--- config.mk ---
export PLATFORM = sky130hd
export DESIGN_NAME = internal_error_ecc_parity
export DESIGN_NICKNAME = d
export VERILOG_FILES = /design/src/int_err_pkg.sv /design/src/internal_error_ecc_parity.sv
export SDC_FILE = /design/constraint.sdc
export NUM_CORES = 1
export LEC_CHECK = 0
export ABC_CLOCK_PERIOD_IN_PS = 3500
export BUFFER_PORTS_ARGS = -buffer_cell sky130_fd_sc_hd__buf_2
export CELL_PAD_IN_SITES_DETAIL_PLACEMENT = 1
export CELL_PAD_IN_SITES_GLOBAL_PLACEMENT = 2
export CORE_MARGIN = 8
export CORE_UTILIZATION = 28
export CTS_BUF_LIST = sky130_fd_sc_hd__clkbuf_4 sky130_fd_sc_hd__clkbuf_8
export CTS_CLUSTER_SIZE = 30
export DETAILED_ROUTE_END_ITERATION = 10
export PLACE_DENSITY_LB_ADDON = 0.1
export SETUP_SLACK_MARGIN = 0.15
export SLEW_MARGIN = 30
export SYNTH_ARGS = -nofsm -noshare
export SYNTH_HDL_FRONTEND = slang
export SYNTH_SLANG_ARGS = --single-unit
--- constraint.sdc ---
create_clock -name clk_i -period 3.5 [get_ports clk_i]
set_input_delay 0.7 -clock clk_i [delete_from_list [all_inputs] [get_ports clk_i]]
set_output_delay 0.7 -clock clk_i [all_outputs]
set_load 0.01 [all_outputs]
--- src/int_err_pkg.sv ---
// Package with constants and carriers for the per-port internal error block
package int_err_pkg;

	// Status bit positions, one per internal error source
	localparam int SRC_W          = 7;
	localparam int SRC_TIMEOUT    = 0;
	localparam int SRC_IFB_CTL    = 1;
	localparam int SRC_IFB_DATA   = 2;
	localparam int SRC_EFB_CTL    = 3;
	localparam int SRC_EFB_DATA   = 4;
	localparam int SRC_RPLY_CTL   = 5;
	localparam int SRC_E2E_PARITY = 6;
	localparam int MEM_N          = 5;

	// Register map, word addresses on the plain register port
	localparam int ADDR_W = 4;
	localparam logic [ADDR_W-1:0] OFF_CONTROL  = 4'h0;
	localparam logic [ADDR_W-1:0] OFF_STATUS   = 4'h1;
	localparam logic [ADDR_W-1:0] OFF_MASK     = 4'h2;
	localparam logic [ADDR_W-1:0] OFF_SEVERITY = 4'h3;
	localparam logic [ADDR_W-1:0] OFF_TEST     = 4'h4;
	localparam logic [ADDR_W-1:0] OFF_AER_UEM  = 4'h5;
	localparam logic [ADDR_W-1:0] OFF_AER_UESV = 4'h6;
	localparam logic [ADDR_W-1:0] OFF_AER_CEM  = 4'h7;
	localparam logic [ADDR_W-1:0] OFF_AER_STS  = 4'h8;
	localparam logic [ADDR_W-1:0] OFF_HDR_LOG  = 4'h9;
	localparam int DATA_W = 32;

	// Field positions
	localparam int CTL_ENABLE_BIT = 0;
	localparam int AER_UIE_BIT    = 22;
	localparam int AER_CIE_BIT    = 14;
	localparam int AER_HLO_BIT    = 15;

	// Reset values
	localparam logic [SRC_W-1:0]  MASK_RST     = 7'h00;
	localparam logic [SRC_W-1:0]  SEV_RST      = 7'h7f;
	localparam logic [DATA_W-1:0] AER_UEM_RST  = 32'h0040_0000;
	localparam logic [DATA_W-1:0] AER_UESV_RST = 32'h0040_0000;
	localparam logic [DATA_W-1:0] AER_CEM_RST  = 32'h0000_c000;
	localparam logic [DATA_W-1:0] HDR_ONES     = 32'hffff_ffff;
	localparam logic [DATA_W-1:0] ZERO_WORD    = 32'h0000_0000;

	// Age limit before a queued packet is discarded
	localparam longint AGE_LIMIT_S  = 64;
	localparam longint CLK_HZ       = 250_000_000;
	localparam longint AGE_LIMIT_CY = AGE_LIMIT_S * CLK_HZ;
	localparam int AGE_W = 34;

	// Per-DWord data beat with its even parity bit
	typedef struct packed {
		logic        valid;
		logic        sop;
		logic        eop;
		logic [31:0] data;
		logic        parity;
	} dw_beat_t;

	// Egress link-layer frame end controls
	typedef struct packed {
		logic valid;
		logic nullify;
		logic end_edb;
	} egr_end_t;

	// Memory error indications per port memory
	typedef struct packed {
		logic [MEM_N-1:0] single_bit;
		logic [MEM_N-1:0] double_bit;
	} mem_err_t;

endpackage

--- src/internal_error_ecc_parity.sv ---
// Per-port internal error detection, classification, reporting and nullify logic
// Functional notes
// RULE1 - Time-outs, ECC single/double and parity errors are internal errors reported by port.
// RULE2 - With reporting disabled, internal-error AER mask and severity fields are read-only.
// RULE3 - Uncorrectable internal errors log an all-ones header, never a real one.
// RULE4 - One status bit per error source, set on detection.
// RULE5 - A set mask bit stops its status bit from producing a report.
// RULE6 - Severity bit picks uncorrectable or correctable; matching AER status bit is set.
// RULE7 - Writing one to a test bit sets the status bit and reports it.
// RULE8 - Packets older than 64 seconds at a queue head are discarded.
// RULE9 - A broadcast packet timing out is aborted, possibly partially sent.
// RULE10 - Memories use SECDED; single bits corrected, reporting optional.
// RULE11 - Double bit detection does not disable single bit correction.
// RULE12 - Five protected memories per port, each with its own status bit.
// RULE13 - A memory error sets the status bit of that memory.
// RULE14 - Data double bit error nullifies packet: inverted LCRC and EDB end.
// RULE15 - No replay under new sequence; double bit error in replay flushes buffer.
// RULE16 - Internally targeted packets with a double bit error are discarded.
// RULE17 - Ingress checks LCRC and computes even parity per 32-bit DWord.
// RULE18 - Parity is updated incrementally on changes, never regenerated.
// RULE19 - Egress checks parity while computing the outgoing LCRC.
// RULE20 - Egress parity error nullifies the packet and sets end-to-end parity status.
// RULE21 - Parity error during replay flushes the whole replay buffer.
// RULE22 - Generated packets get parity; consumed packets checked, discarded and flagged on error.
// RULE23 - The link partner discards nullified packets.
// RULE24 - Writing zero to a test bit leaves the status bit unchanged.
`timescale 1ns/100ps
`default_nettype none

module internal_error_ecc_parity
	import int_err_pkg::*;
#(
	// Packet age limit in core clock cycles; a bench may shorten it
	parameter longint AGE_LIMIT_CYCLES = AGE_LIMIT_CY
) (
	// Clock and reset
	input  wire logic              clk_i,
	input  wire logic              rst_b_i,
	// Register port
	input  wire logic [ADDR_W-1:0] reg_addr_i,
	input  wire logic [DATA_W-1:0] reg_wdata_i,
	input  wire logic              reg_wr_i,
	input  wire logic              reg_rd_i,
	output logic      [DATA_W-1:0] reg_rdata_o,
	// Switch core queue heads and broadcast state
	input  wire logic              head_valid_i,
	input  wire logic [AGE_W-1:0]  head_age_i,
	input  wire logic              bcast_active_i,
	output logic                   head_discard_o,
	output logic                   bcast_abort_o,
	// Memory ECC results
	input  wire mem_err_t          mem_err_i,
	// Ingress link layer: LCRC outcome and received DWord
	input  wire dw_beat_t          ing_beat_i,
	input  wire logic              ing_lcrc_bad_i,
	output dw_beat_t               ing_beat_o,
	output logic                   ing_retry_o,
	// In-switch modification: old and new DWord for incremental parity
	input  wire logic              mod_valid_i,
	input  wire logic [31:0]       mod_old_i,
	input  wire logic [31:0]       mod_new_i,
	input  wire logic              mod_par_i,
	output logic                   mod_par_o,
	// Switch generated DWord
	input  wire logic              gen_valid_i,
	input  wire logic [31:0]       gen_data_i,
	output dw_beat_t               gen_beat_o,
	// Switch consumed packet
	input  wire dw_beat_t          con_beat_i,
	input  wire logic              con_dbe_i,
	output logic                   con_discard_o,
	// Egress link layer
	input  wire dw_beat_t          egr_beat_i,
	input  wire logic              egr_data_dbe_i,
	input  wire logic              replay_active_i,
	input  wire logic [31:0]       egr_lcrc_i,
	output egr_end_t               egr_end_o,
	output logic      [31:0]       egr_lcrc_o,
	output logic                   replay_flush_o,
	// Reports toward error reporting
	output logic                   uncor_report_o,
	output logic                   cor_report_o
);

	// Refuse an age limit that the age compare cannot hold or that discards every packet
	if (AGE_LIMIT_CYCLES < 1 || AGE_LIMIT_CYCLES >= (64'h1 << AGE_W)) begin : g_age_limit_check
		$error("AGE_LIMIT_CYCLES out of range");
	end
	// The memory loop needs the five memory bits in order after the time-out bit
	if (SRC_RPLY_CTL != SRC_IFB_CTL + MEM_N - 1 || SRC_W > DATA_W) begin : g_source_map_check
		$error("error source map does not fit");
	end

	// Age is compared in the width of the queue head's age counter
	localparam logic [AGE_W-1:0] AGE_LIM = AGE_W'(AGE_LIMIT_CYCLES);

	// Error reporting status word: one correctable and one uncorrectable flag
	localparam int AER_W         = 2;
	localparam int AER_COR_BIT   = 0;
	localparam int AER_UNCOR_BIT = 1;

	// Register state
	logic              enable_reg,   enable_next;
	logic [SRC_W-1:0]  status_reg,   status_next;
	logic [SRC_W-1:0]  mask_reg,     mask_next;
	logic [SRC_W-1:0]  sev_reg,      sev_next;
	logic [DATA_W-1:0] uem_reg,      uem_next;
	logic [DATA_W-1:0] uesv_reg,     uesv_next;
	logic [DATA_W-1:0] cem_reg,      cem_next;
	logic [AER_W-1:0]  aer_sts_reg,  aer_sts_next;
	logic [DATA_W-1:0] hdr_reg,      hdr_next;

	// Read data and report pulses
	logic [DATA_W-1:0] rdata_reg,    rdata_next;
	logic              uncor_reg,    uncor_next;
	logic              cor_reg,      cor_next;

	// Data path state
	logic              discard_reg,  discard_next;
	logic              abort_reg,    abort_next;

	// Ingress, modify, generate and consume paths
	dw_beat_t          ing_reg,      ing_next;
	logic              retry_reg,    retry_next;
	logic              modp_reg,     modp_next;
	dw_beat_t          gen_reg,      gen_next;
	logic              cdis_reg,     cdis_next;
	logic              cbad_reg,     cbad_next;

	// Egress frame state
	logic              ebad_reg,     ebad_next;
	egr_end_t          eend_reg,     eend_next;
	logic [31:0]       lcrc_reg,     lcrc_next;
	logic              flush_reg,    flush_next;

	// Detection terms
	logic              timeout;
	logic              egr_par_err;
	logic              con_par_err;
	logic [SRC_W-1:0]  detect;
	logic [SRC_W-1:0]  new_set;
	logic [SRC_W-1:0]  test_set;
	logic              egr_bad_now;
	logic              con_bad_now;

	// All event inputs come from core-clock logic, so no synchroniser stands in front
	always_comb begin
		// Age time-out at the head of a queue
		timeout = head_valid_i && (head_age_i > AGE_LIM); // see RULE8
		// Parity checks on egress and consumed beats
		egr_par_err = egr_beat_i.valid && ((^egr_beat_i.data) != egr_beat_i.parity); // see RULE19
		con_par_err = con_beat_i.valid && ((^con_beat_i.data) != con_beat_i.parity); // see RULE22
		// Source detections; either ECC grade sets the memory's bit
		detect = '0;
		detect[SRC_TIMEOUT]    = timeout; // see RULE1
		// A double bit grade may arrive with corrections as well; either one sets the bit
		for (int m = 0; m < MEM_N; m++) // see RULE12 see RULE13
			detect[SRC_IFB_CTL + m] = mem_err_i.single_bit[m] | mem_err_i.double_bit[m]; // see RULE10 see RULE11
		detect[SRC_E2E_PARITY] = egr_par_err | con_par_err; // see RULE20
		// Test writes only ever set bits; zeros are ignored
		test_set = (reg_wr_i && reg_addr_i == OFF_TEST) ? reg_wdata_i[SRC_W-1:0] : '0; // see RULE7 see RULE24
		// A frame turns bad through a parity error or a double bit error in its data
		egr_bad_now = egr_par_err | egr_data_dbe_i;
		con_bad_now = con_par_err | con_dbe_i;
	end

	// Register file, status and reporting next values
	always_comb begin
		enable_next  = enable_reg;
		mask_next    = mask_reg;
		sev_next     = sev_reg;
		uem_next     = uem_reg;
		uesv_next    = uesv_reg;
		cem_next     = cem_reg;
		hdr_next     = hdr_reg;
		aer_sts_next = aer_sts_reg;
		status_next  = status_reg;
		rdata_next   = ZERO_WORD;
		// Software clear by writing ones, applied before detections so a set wins
		if (reg_wr_i && reg_addr_i == OFF_STATUS)
			status_next = status_next & ~reg_wdata_i[SRC_W-1:0];
		// Only a 0 to 1 change reports, so a sticky bit does not report every cycle
		new_set     = (detect | test_set) & ~status_reg; // see RULE4
		status_next = status_next | detect | test_set; // see RULE4 see RULE7
		// Plain writes; internal-error bits of the reporting words hold while disabled
		if (reg_wr_i) begin
			unique case (reg_addr_i)
				OFF_CONTROL:  enable_next = reg_wdata_i[CTL_ENABLE_BIT];
				OFF_MASK:     mask_next   = reg_wdata_i[SRC_W-1:0];
				OFF_SEVERITY: sev_next    = reg_wdata_i[SRC_W-1:0];
				OFF_AER_UEM: begin
					uem_next = reg_wdata_i;
					if (!enable_reg)
						uem_next[AER_UIE_BIT] = uem_reg[AER_UIE_BIT]; // see RULE2
				end
				OFF_AER_UESV: begin
					uesv_next = reg_wdata_i;
					if (!enable_reg)
						uesv_next[AER_UIE_BIT] = uesv_reg[AER_UIE_BIT]; // see RULE2
				end
				OFF_AER_CEM: begin
					cem_next = reg_wdata_i;
					if (!enable_reg) begin
						cem_next[AER_CIE_BIT] = cem_reg[AER_CIE_BIT]; // see RULE2
						cem_next[AER_HLO_BIT] = cem_reg[AER_HLO_BIT];
					end
				end
				// Reporting status clears by writing ones; a report in the same cycle still sets
				OFF_AER_STS:  aer_sts_next = aer_sts_next & ~reg_wdata_i[AER_W-1:0];
				default: ;
			endcase
		end
		// Unmasked new errors are reported by severity
		uncor_next = enable_reg && |(new_set & ~mask_reg & sev_reg); // see RULE5 see RULE6
		cor_next   = enable_reg && |(new_set & ~mask_reg & ~sev_reg); // see RULE6
		// Real headers are never captured, so the log takes all ones
		if (uncor_next && !uem_reg[AER_UIE_BIT]) begin
			aer_sts_next[AER_UNCOR_BIT] = 1'b1; // see RULE6
			hdr_next                    = HDR_ONES; // see RULE3
		end
		if (cor_next && !cem_reg[AER_CIE_BIT])
			aer_sts_next[AER_COR_BIT] = 1'b1; // see RULE6
		// Read data, valid the cycle after the strobe
		// The test word is write-only and, like unmapped words, reads as zero
		if (reg_rd_i) begin
			unique case (reg_addr_i)
				OFF_CONTROL:  rdata_next = {{(DATA_W-1){1'b0}}, enable_reg};
				OFF_STATUS:   rdata_next = {{(DATA_W-SRC_W){1'b0}}, status_reg};
				OFF_MASK:     rdata_next = {{(DATA_W-SRC_W){1'b0}}, mask_reg};
				OFF_SEVERITY: rdata_next = {{(DATA_W-SRC_W){1'b0}}, sev_reg};
				OFF_AER_UEM:  rdata_next = uem_reg;
				OFF_AER_UESV: rdata_next = uesv_reg;
				OFF_AER_CEM:  rdata_next = cem_reg;
				OFF_AER_STS:  rdata_next = {{(DATA_W-AER_W){1'b0}}, aer_sts_reg};
				OFF_HDR_LOG:  rdata_next = hdr_reg;
				default:      rdata_next = ZERO_WORD;
			endcase
		end
	end

	// Data path next values
	always_comb begin
		// Queue head discard and broadcast abort
		discard_next = timeout; // see RULE8
		abort_next   = timeout && bcast_active_i; // see RULE9
		// Ingress: parity computed on every received DWord, LCRC failure forces retry
		ing_next        = ing_beat_i;
		ing_next.parity = ^ing_beat_i.data; // see RULE17
		retry_next      = ing_lcrc_bad_i; // see RULE17
		// Incremental parity update carries any earlier error forward;
		// the parities of the old and new DWord fold into the carried bit
		modp_next = mod_valid_i ? (mod_par_i ^ (^mod_old_i) ^ (^mod_new_i)) : modp_reg; // see RULE18
		// Generated packets carry parity from the start
		gen_next.valid  = gen_valid_i;
		gen_next.sop    = 1'b0;
		gen_next.eop    = 1'b0;
		gen_next.data   = gen_data_i;
		gen_next.parity = ^gen_data_i; // see RULE22
		// Consumed packet: sticky bad flag until end, then discard
		// A start beat restarts the flag, so a lost end cannot spoil the next packet
		cbad_next = cbad_reg;
		cdis_next = 1'b0;
		if (con_beat_i.valid) begin
			if (con_beat_i.sop)
				cbad_next = con_bad_now;
			else
				cbad_next = cbad_reg | con_bad_now;
			if (con_beat_i.eop) begin
				cdis_next = cbad_next; // see RULE16 see RULE22
				cbad_next = 1'b0;
			end
		end
		// Egress: corrupt packet is nullified at its end
		ebad_next = ebad_reg;
		eend_next = '0;
		lcrc_next = lcrc_reg;
		flush_next = 1'b0;
		if (egr_beat_i.valid) begin
			if (egr_beat_i.sop)
				ebad_next = egr_bad_now;
			else
				ebad_next = ebad_reg | egr_bad_now;
			if (egr_beat_i.eop) begin
				// Nullify by an inverted LCRC and an EDB end on the same frame
				eend_next.valid   = 1'b1;
				eend_next.nullify = ebad_next; // see RULE14 see RULE20
				eend_next.end_edb = ebad_next;
				lcrc_next  = ebad_next ? ~egr_lcrc_i : egr_lcrc_i; // see RULE14
				ebad_next  = 1'b0;
			end
		end
		// Replay keeps sequence numbers, so a bad replay flushes everything
		flush_next = replay_active_i && egr_beat_i.valid && egr_bad_now; // see RULE15 see RULE21
	end

	// Registers
	always_ff @(posedge clk_i) begin
		if (!rst_b_i) begin
			// Register file and reports
			enable_reg  <= 1'b0;
			status_reg  <= '0;
			mask_reg    <= MASK_RST;
			sev_reg     <= SEV_RST;
			uem_reg     <= AER_UEM_RST;
			uesv_reg    <= AER_UESV_RST;
			cem_reg     <= AER_CEM_RST;
			aer_sts_reg <= '0;
			hdr_reg     <= ZERO_WORD;
			rdata_reg   <= ZERO_WORD;
			uncor_reg   <= 1'b0;
			cor_reg     <= 1'b0;
			// Data path
			discard_reg <= 1'b0;
			abort_reg   <= 1'b0;
			ing_reg     <= '0;
			retry_reg   <= 1'b0;
			modp_reg    <= 1'b0;
			gen_reg     <= '0;
			cdis_reg    <= 1'b0;
			cbad_reg    <= 1'b0;
			ebad_reg    <= 1'b0;
			eend_reg    <= '0;
			lcrc_reg    <= '0;
			flush_reg   <= 1'b0;
		end else begin
			// Register file and reports
			enable_reg  <= enable_next;
			status_reg  <= status_next;
			mask_reg    <= mask_next;
			sev_reg     <= sev_next;
			uem_reg     <= uem_next;
			uesv_reg    <= uesv_next;
			cem_reg     <= cem_next;
			aer_sts_reg <= aer_sts_next;
			hdr_reg     <= hdr_next;
			rdata_reg   <= rdata_next;
			uncor_reg   <= uncor_next;
			cor_reg     <= cor_next;
			// Data path
			discard_reg <= discard_next;
			abort_reg   <= abort_next;
			ing_reg     <= ing_next;
			retry_reg   <= retry_next;
			modp_reg    <= modp_next;
			gen_reg     <= gen_next;
			cdis_reg    <= cdis_next;
			cbad_reg    <= cbad_next;
			ebad_reg    <= ebad_next;
			eend_reg    <= eend_next;
			lcrc_reg    <= lcrc_next;
			flush_reg   <= flush_next;
		end
	end

	// Outputs straight from flip-flops
	assign reg_rdata_o    = rdata_reg;
	assign uncor_report_o = uncor_reg;
	assign cor_report_o   = cor_reg;

	// Data path outputs
	assign head_discard_o = discard_reg;
	assign bcast_abort_o  = abort_reg;
	assign ing_beat_o     = ing_reg;
	assign ing_retry_o    = retry_reg;
	assign mod_par_o      = modp_reg;
	assign gen_beat_o     = gen_reg;
	assign con_discard_o  = cdis_reg;
	assign egr_end_o      = eend_reg;
	assign egr_lcrc_o     = lcrc_reg;
	assign replay_flush_o = flush_reg;

endmodule

`default_nettype wire

==> impl_metrics.csv <==
group,metric,value,unit
clock_network,holdBufCountCts,0,
synthesis,netlist_top_cells_count,"nand2_1 (289), dfxtp_1 (267), xnor2_1 (161)",
timing,hold_viol,0,
drt,drc,0,
placed_design,place.port_buffers,472,
grt,grt_overflow,0,
min_path,worstHoldStart,"ing_beat_i[34]",
placed_design,placed_cells,2241,
final_layout,largest_reg_flops,36,
floorplan,start_util,28.43,%
timing,min_period_over_period,72.44,%
synthesis,synthesis.area,0.01166,mm²
drt,avgViaCountPerCell,4.589,
final_layout,regArea,0.005345,mm²
final_layout,fillCellCount,4889,
worst_setup_path,reg2reg_setup_slack,1.89,ns
timing,slew_viol_final,0,
clock_network,cts_buffers,51,
clock_network,cts_sinks,267,
floorplan,io_pins,476,
floorplan,die_area,0.04843,mm²
worst_setup_path,worst_ep_arrival_time,3.03,ns
final_layout,syn2layout_area_growth,34.70,%
power_and_ir_drop,p_per_area,520.8,mW/mm²
worst_setup_path,startpoint,"egr_beat_i[2]",
final_layout,nNetsFinal,2091,
min_path,min_path_cells,2,
synthesis,synth_top_area_cell,"dfxtp_1",
worst_setup_path,critPathKind,"input pin to flip-flop",
synthesis,ys_warn_count,0,
power_and_ir_drop,leakagePower,0.006617,µW
timing,worst_hold_slack,0.3050,ns
placed_design,dp_hpwl,36.38,mm
drt,drt_first_pass_iters,4,
synthesis,synth_edf_count,0,
timing,setup_viol,0,
clock_network,clk_path_buf_depth,3,
clock_network,clk_pin_slew,0.06,ns
floorplan,fp-row-count,74,
outcome,status,"complete, no violations",
placed_design,gp_congestion,0.8115,
timing,worst_slack,0.9646,ns
synthesis,synth_cell_types,56,
floorplan,core_area,0.04102,mm²
worst_setup_path,path_max_fanout,5,
synthesis,synth_cells,1288,
timing,skew,0.03235,ns
drt,wire_per_inst,20.59,µm
worst_setup_path,start_kind,"input pin",
timing,worstMarginPinSlew,0.8967,ns
synthesis,yosysSeqAreaShare,45.84,%
final_layout,post_layout_nonfiller_instances,2333,
drt,vias,10710,
synthesis,avgSynthCellArea,9.054,µm²
worst_setup_path,critical_path.endpoint_type,"flip-flop",
grt,grt_max_degree,94,
final_layout,multi_input_area,0.006011,mm²
worst_setup_path,reg2reg_from,"enable_reg",
job,max_cap_viol_count,0,
placed_design,place_ws,0.3294,ns
min_path,hold_class,"input pin to flip-flop",
timing,min_period,2.535,ns
timing,fmaxAchievable,0.3944,GHz
drt,ant_nets,0,
synthesis,ys_async_sr_fraction,0,%
timing,tns,0,ns
floorplan,die_w,220.1,µm
synthesis,synth_seq_cells,267,
clock_network,root_buffer,"clkbuf_8",
grt,antenna_found_initial,8,
final_layout,drive_gt1_share,33.50,%
clock_network,cts_tree,"built",
worst_setup_path,crit_required,4.00,ns
drt,totalWireLength,48.03,mm
synthesis,synth.most_common_cell,"nand2_1",
clock_network,post_cts_buffers,0,
synthesis,synth_flop_cell,"dfxtp_1",
clock_network,clock_latency,0.62,ns
grt,grt_pass1_wl,69.84,mm
timing,maxSlewHeadroom,40.22,%
clock_network,cts.repair.resized,0,
worst_setup_path,rr_worst_depth,4,
timing,rsz0062_at_grt,"no",
synthesis,synth.top_cell.area_share,45.84,%
clock_network,cts_max_level,2,
drt,dr.first_iter.drc_count,386,
synthesis,synth_area_leaders,"dfxtp_1 (46%), xnor2_1 (12%), nand2_1 (9.3%)",
grt,track_usage,18.92,%
grt,first_global_vias,11330,
power_and_ir_drop,ir_drop,269.5,µV
floorplan,die_height,220.1,µm
power_and_ir_drop,power,8180,µW
metal layers:
metal	up-vias	share of wire, %	GRT usage [%]	wire, µm
li1	5241	-	-	-
met1	5067	40	21.75	19340
met2	310	49	33.37	23590
met3	81	7.9	5.855	3816
met4	8	2.6	5.551	1232
met5	-	0.12	0	58
final timing paths:
path / to
max: aer_sts_reg[1]
min: ing_beat_o[34]
max reg2reg: reg_rdata_o[0]
min reg2reg: egr_lcrc_o[8]
cells in the final DEF, fill, tap and decap left out, types with 3 or more instances in the layout:
cell type  count
a31oi_1       31
nand3_1       20
nand4_1        5
a22oi_1       34
nor2_1        14
o31ai_1        3
inv_1          4
o21ai_0       26
clkinv_2       4
a21oi_1       11
xor2_1        49
a311o_1        3
nor4b_1        5
clkbuf_8      62
o21ai_1        9
and2_2         3
buf_2        471
nor2_4         3
buf_4         28
a221oi_1       6
nand2_1      289
a21boi_0     104
nor2b_1       12
mux2i_1       13
nor3_1         5
o21a_1         3
and2_1        73
o22ai_1        4
nor4_1         5
xnor3_1        4
dfxtp_1      267
clkbuf_4      19
nand2b_1       9
xnor2_1      161
diode_2        4
logic make-up (layout without fill, tap and decap cells):
| kind of cell | count (synthesis) | after routing | synth area share [%] |
|---|---|---|---|
| compound gates | 251 | 251 | 15.14 |
| xor+xnor | 215 | 215 | 16.75 |
| other cells | 1 | 6 | 0.03216 |
| mux | 14 | 14 | 1.309 |
| buf+inv | 84 | 592 | 2.994 |
| flops | 267 | 267 | 45.84 |
| simple gates | 456 | 456 | 17.94 |
layout make-up:
class / count / share of cell area (%)
Sequential cell: 267 / 34.03
Antenna cell: 4 / 0.06372
Multi-Input combinational cell: 938 / 38.27
Clock inverter: 7 / 0.4939
Tap cell: 532 / 4.238
Inverter: 4 / 0.09559
Timing Repair Buffer: 500 / 16.47
Clock buffer: 81 / 6.341
per-stage QoR:
stage                     cell area [µm²]  utilization, %
final                               15710           38.30
after global routing                15700           38.28
after CTS                           15700           38.27
after global placement              14620           35.65
after floorplan                     11660               -
after detailed placement            14620           35.65
report_power, final:
group / switching, µW / internal [µW] / total [µW]
registers: 55.1 / 3180 / 3230
clock network: 1360 / 1870 / 3230
logic: 869 / 850 / 1720
total: 2280 / 5900 / 8180
worst max-delay path, cell delays in order:
cell	delay, ns
buf_2	0.10
xnor2_1	0.33
xnor2_1	0.19
xnor2_1	0.14
xnor3_2	0.47
mux2i_4	0.23
o311ai_0	0.48
a21oi_1	0.17
o21a_1	0.20
Note: power is estimated with default switching activity, not from simulation.
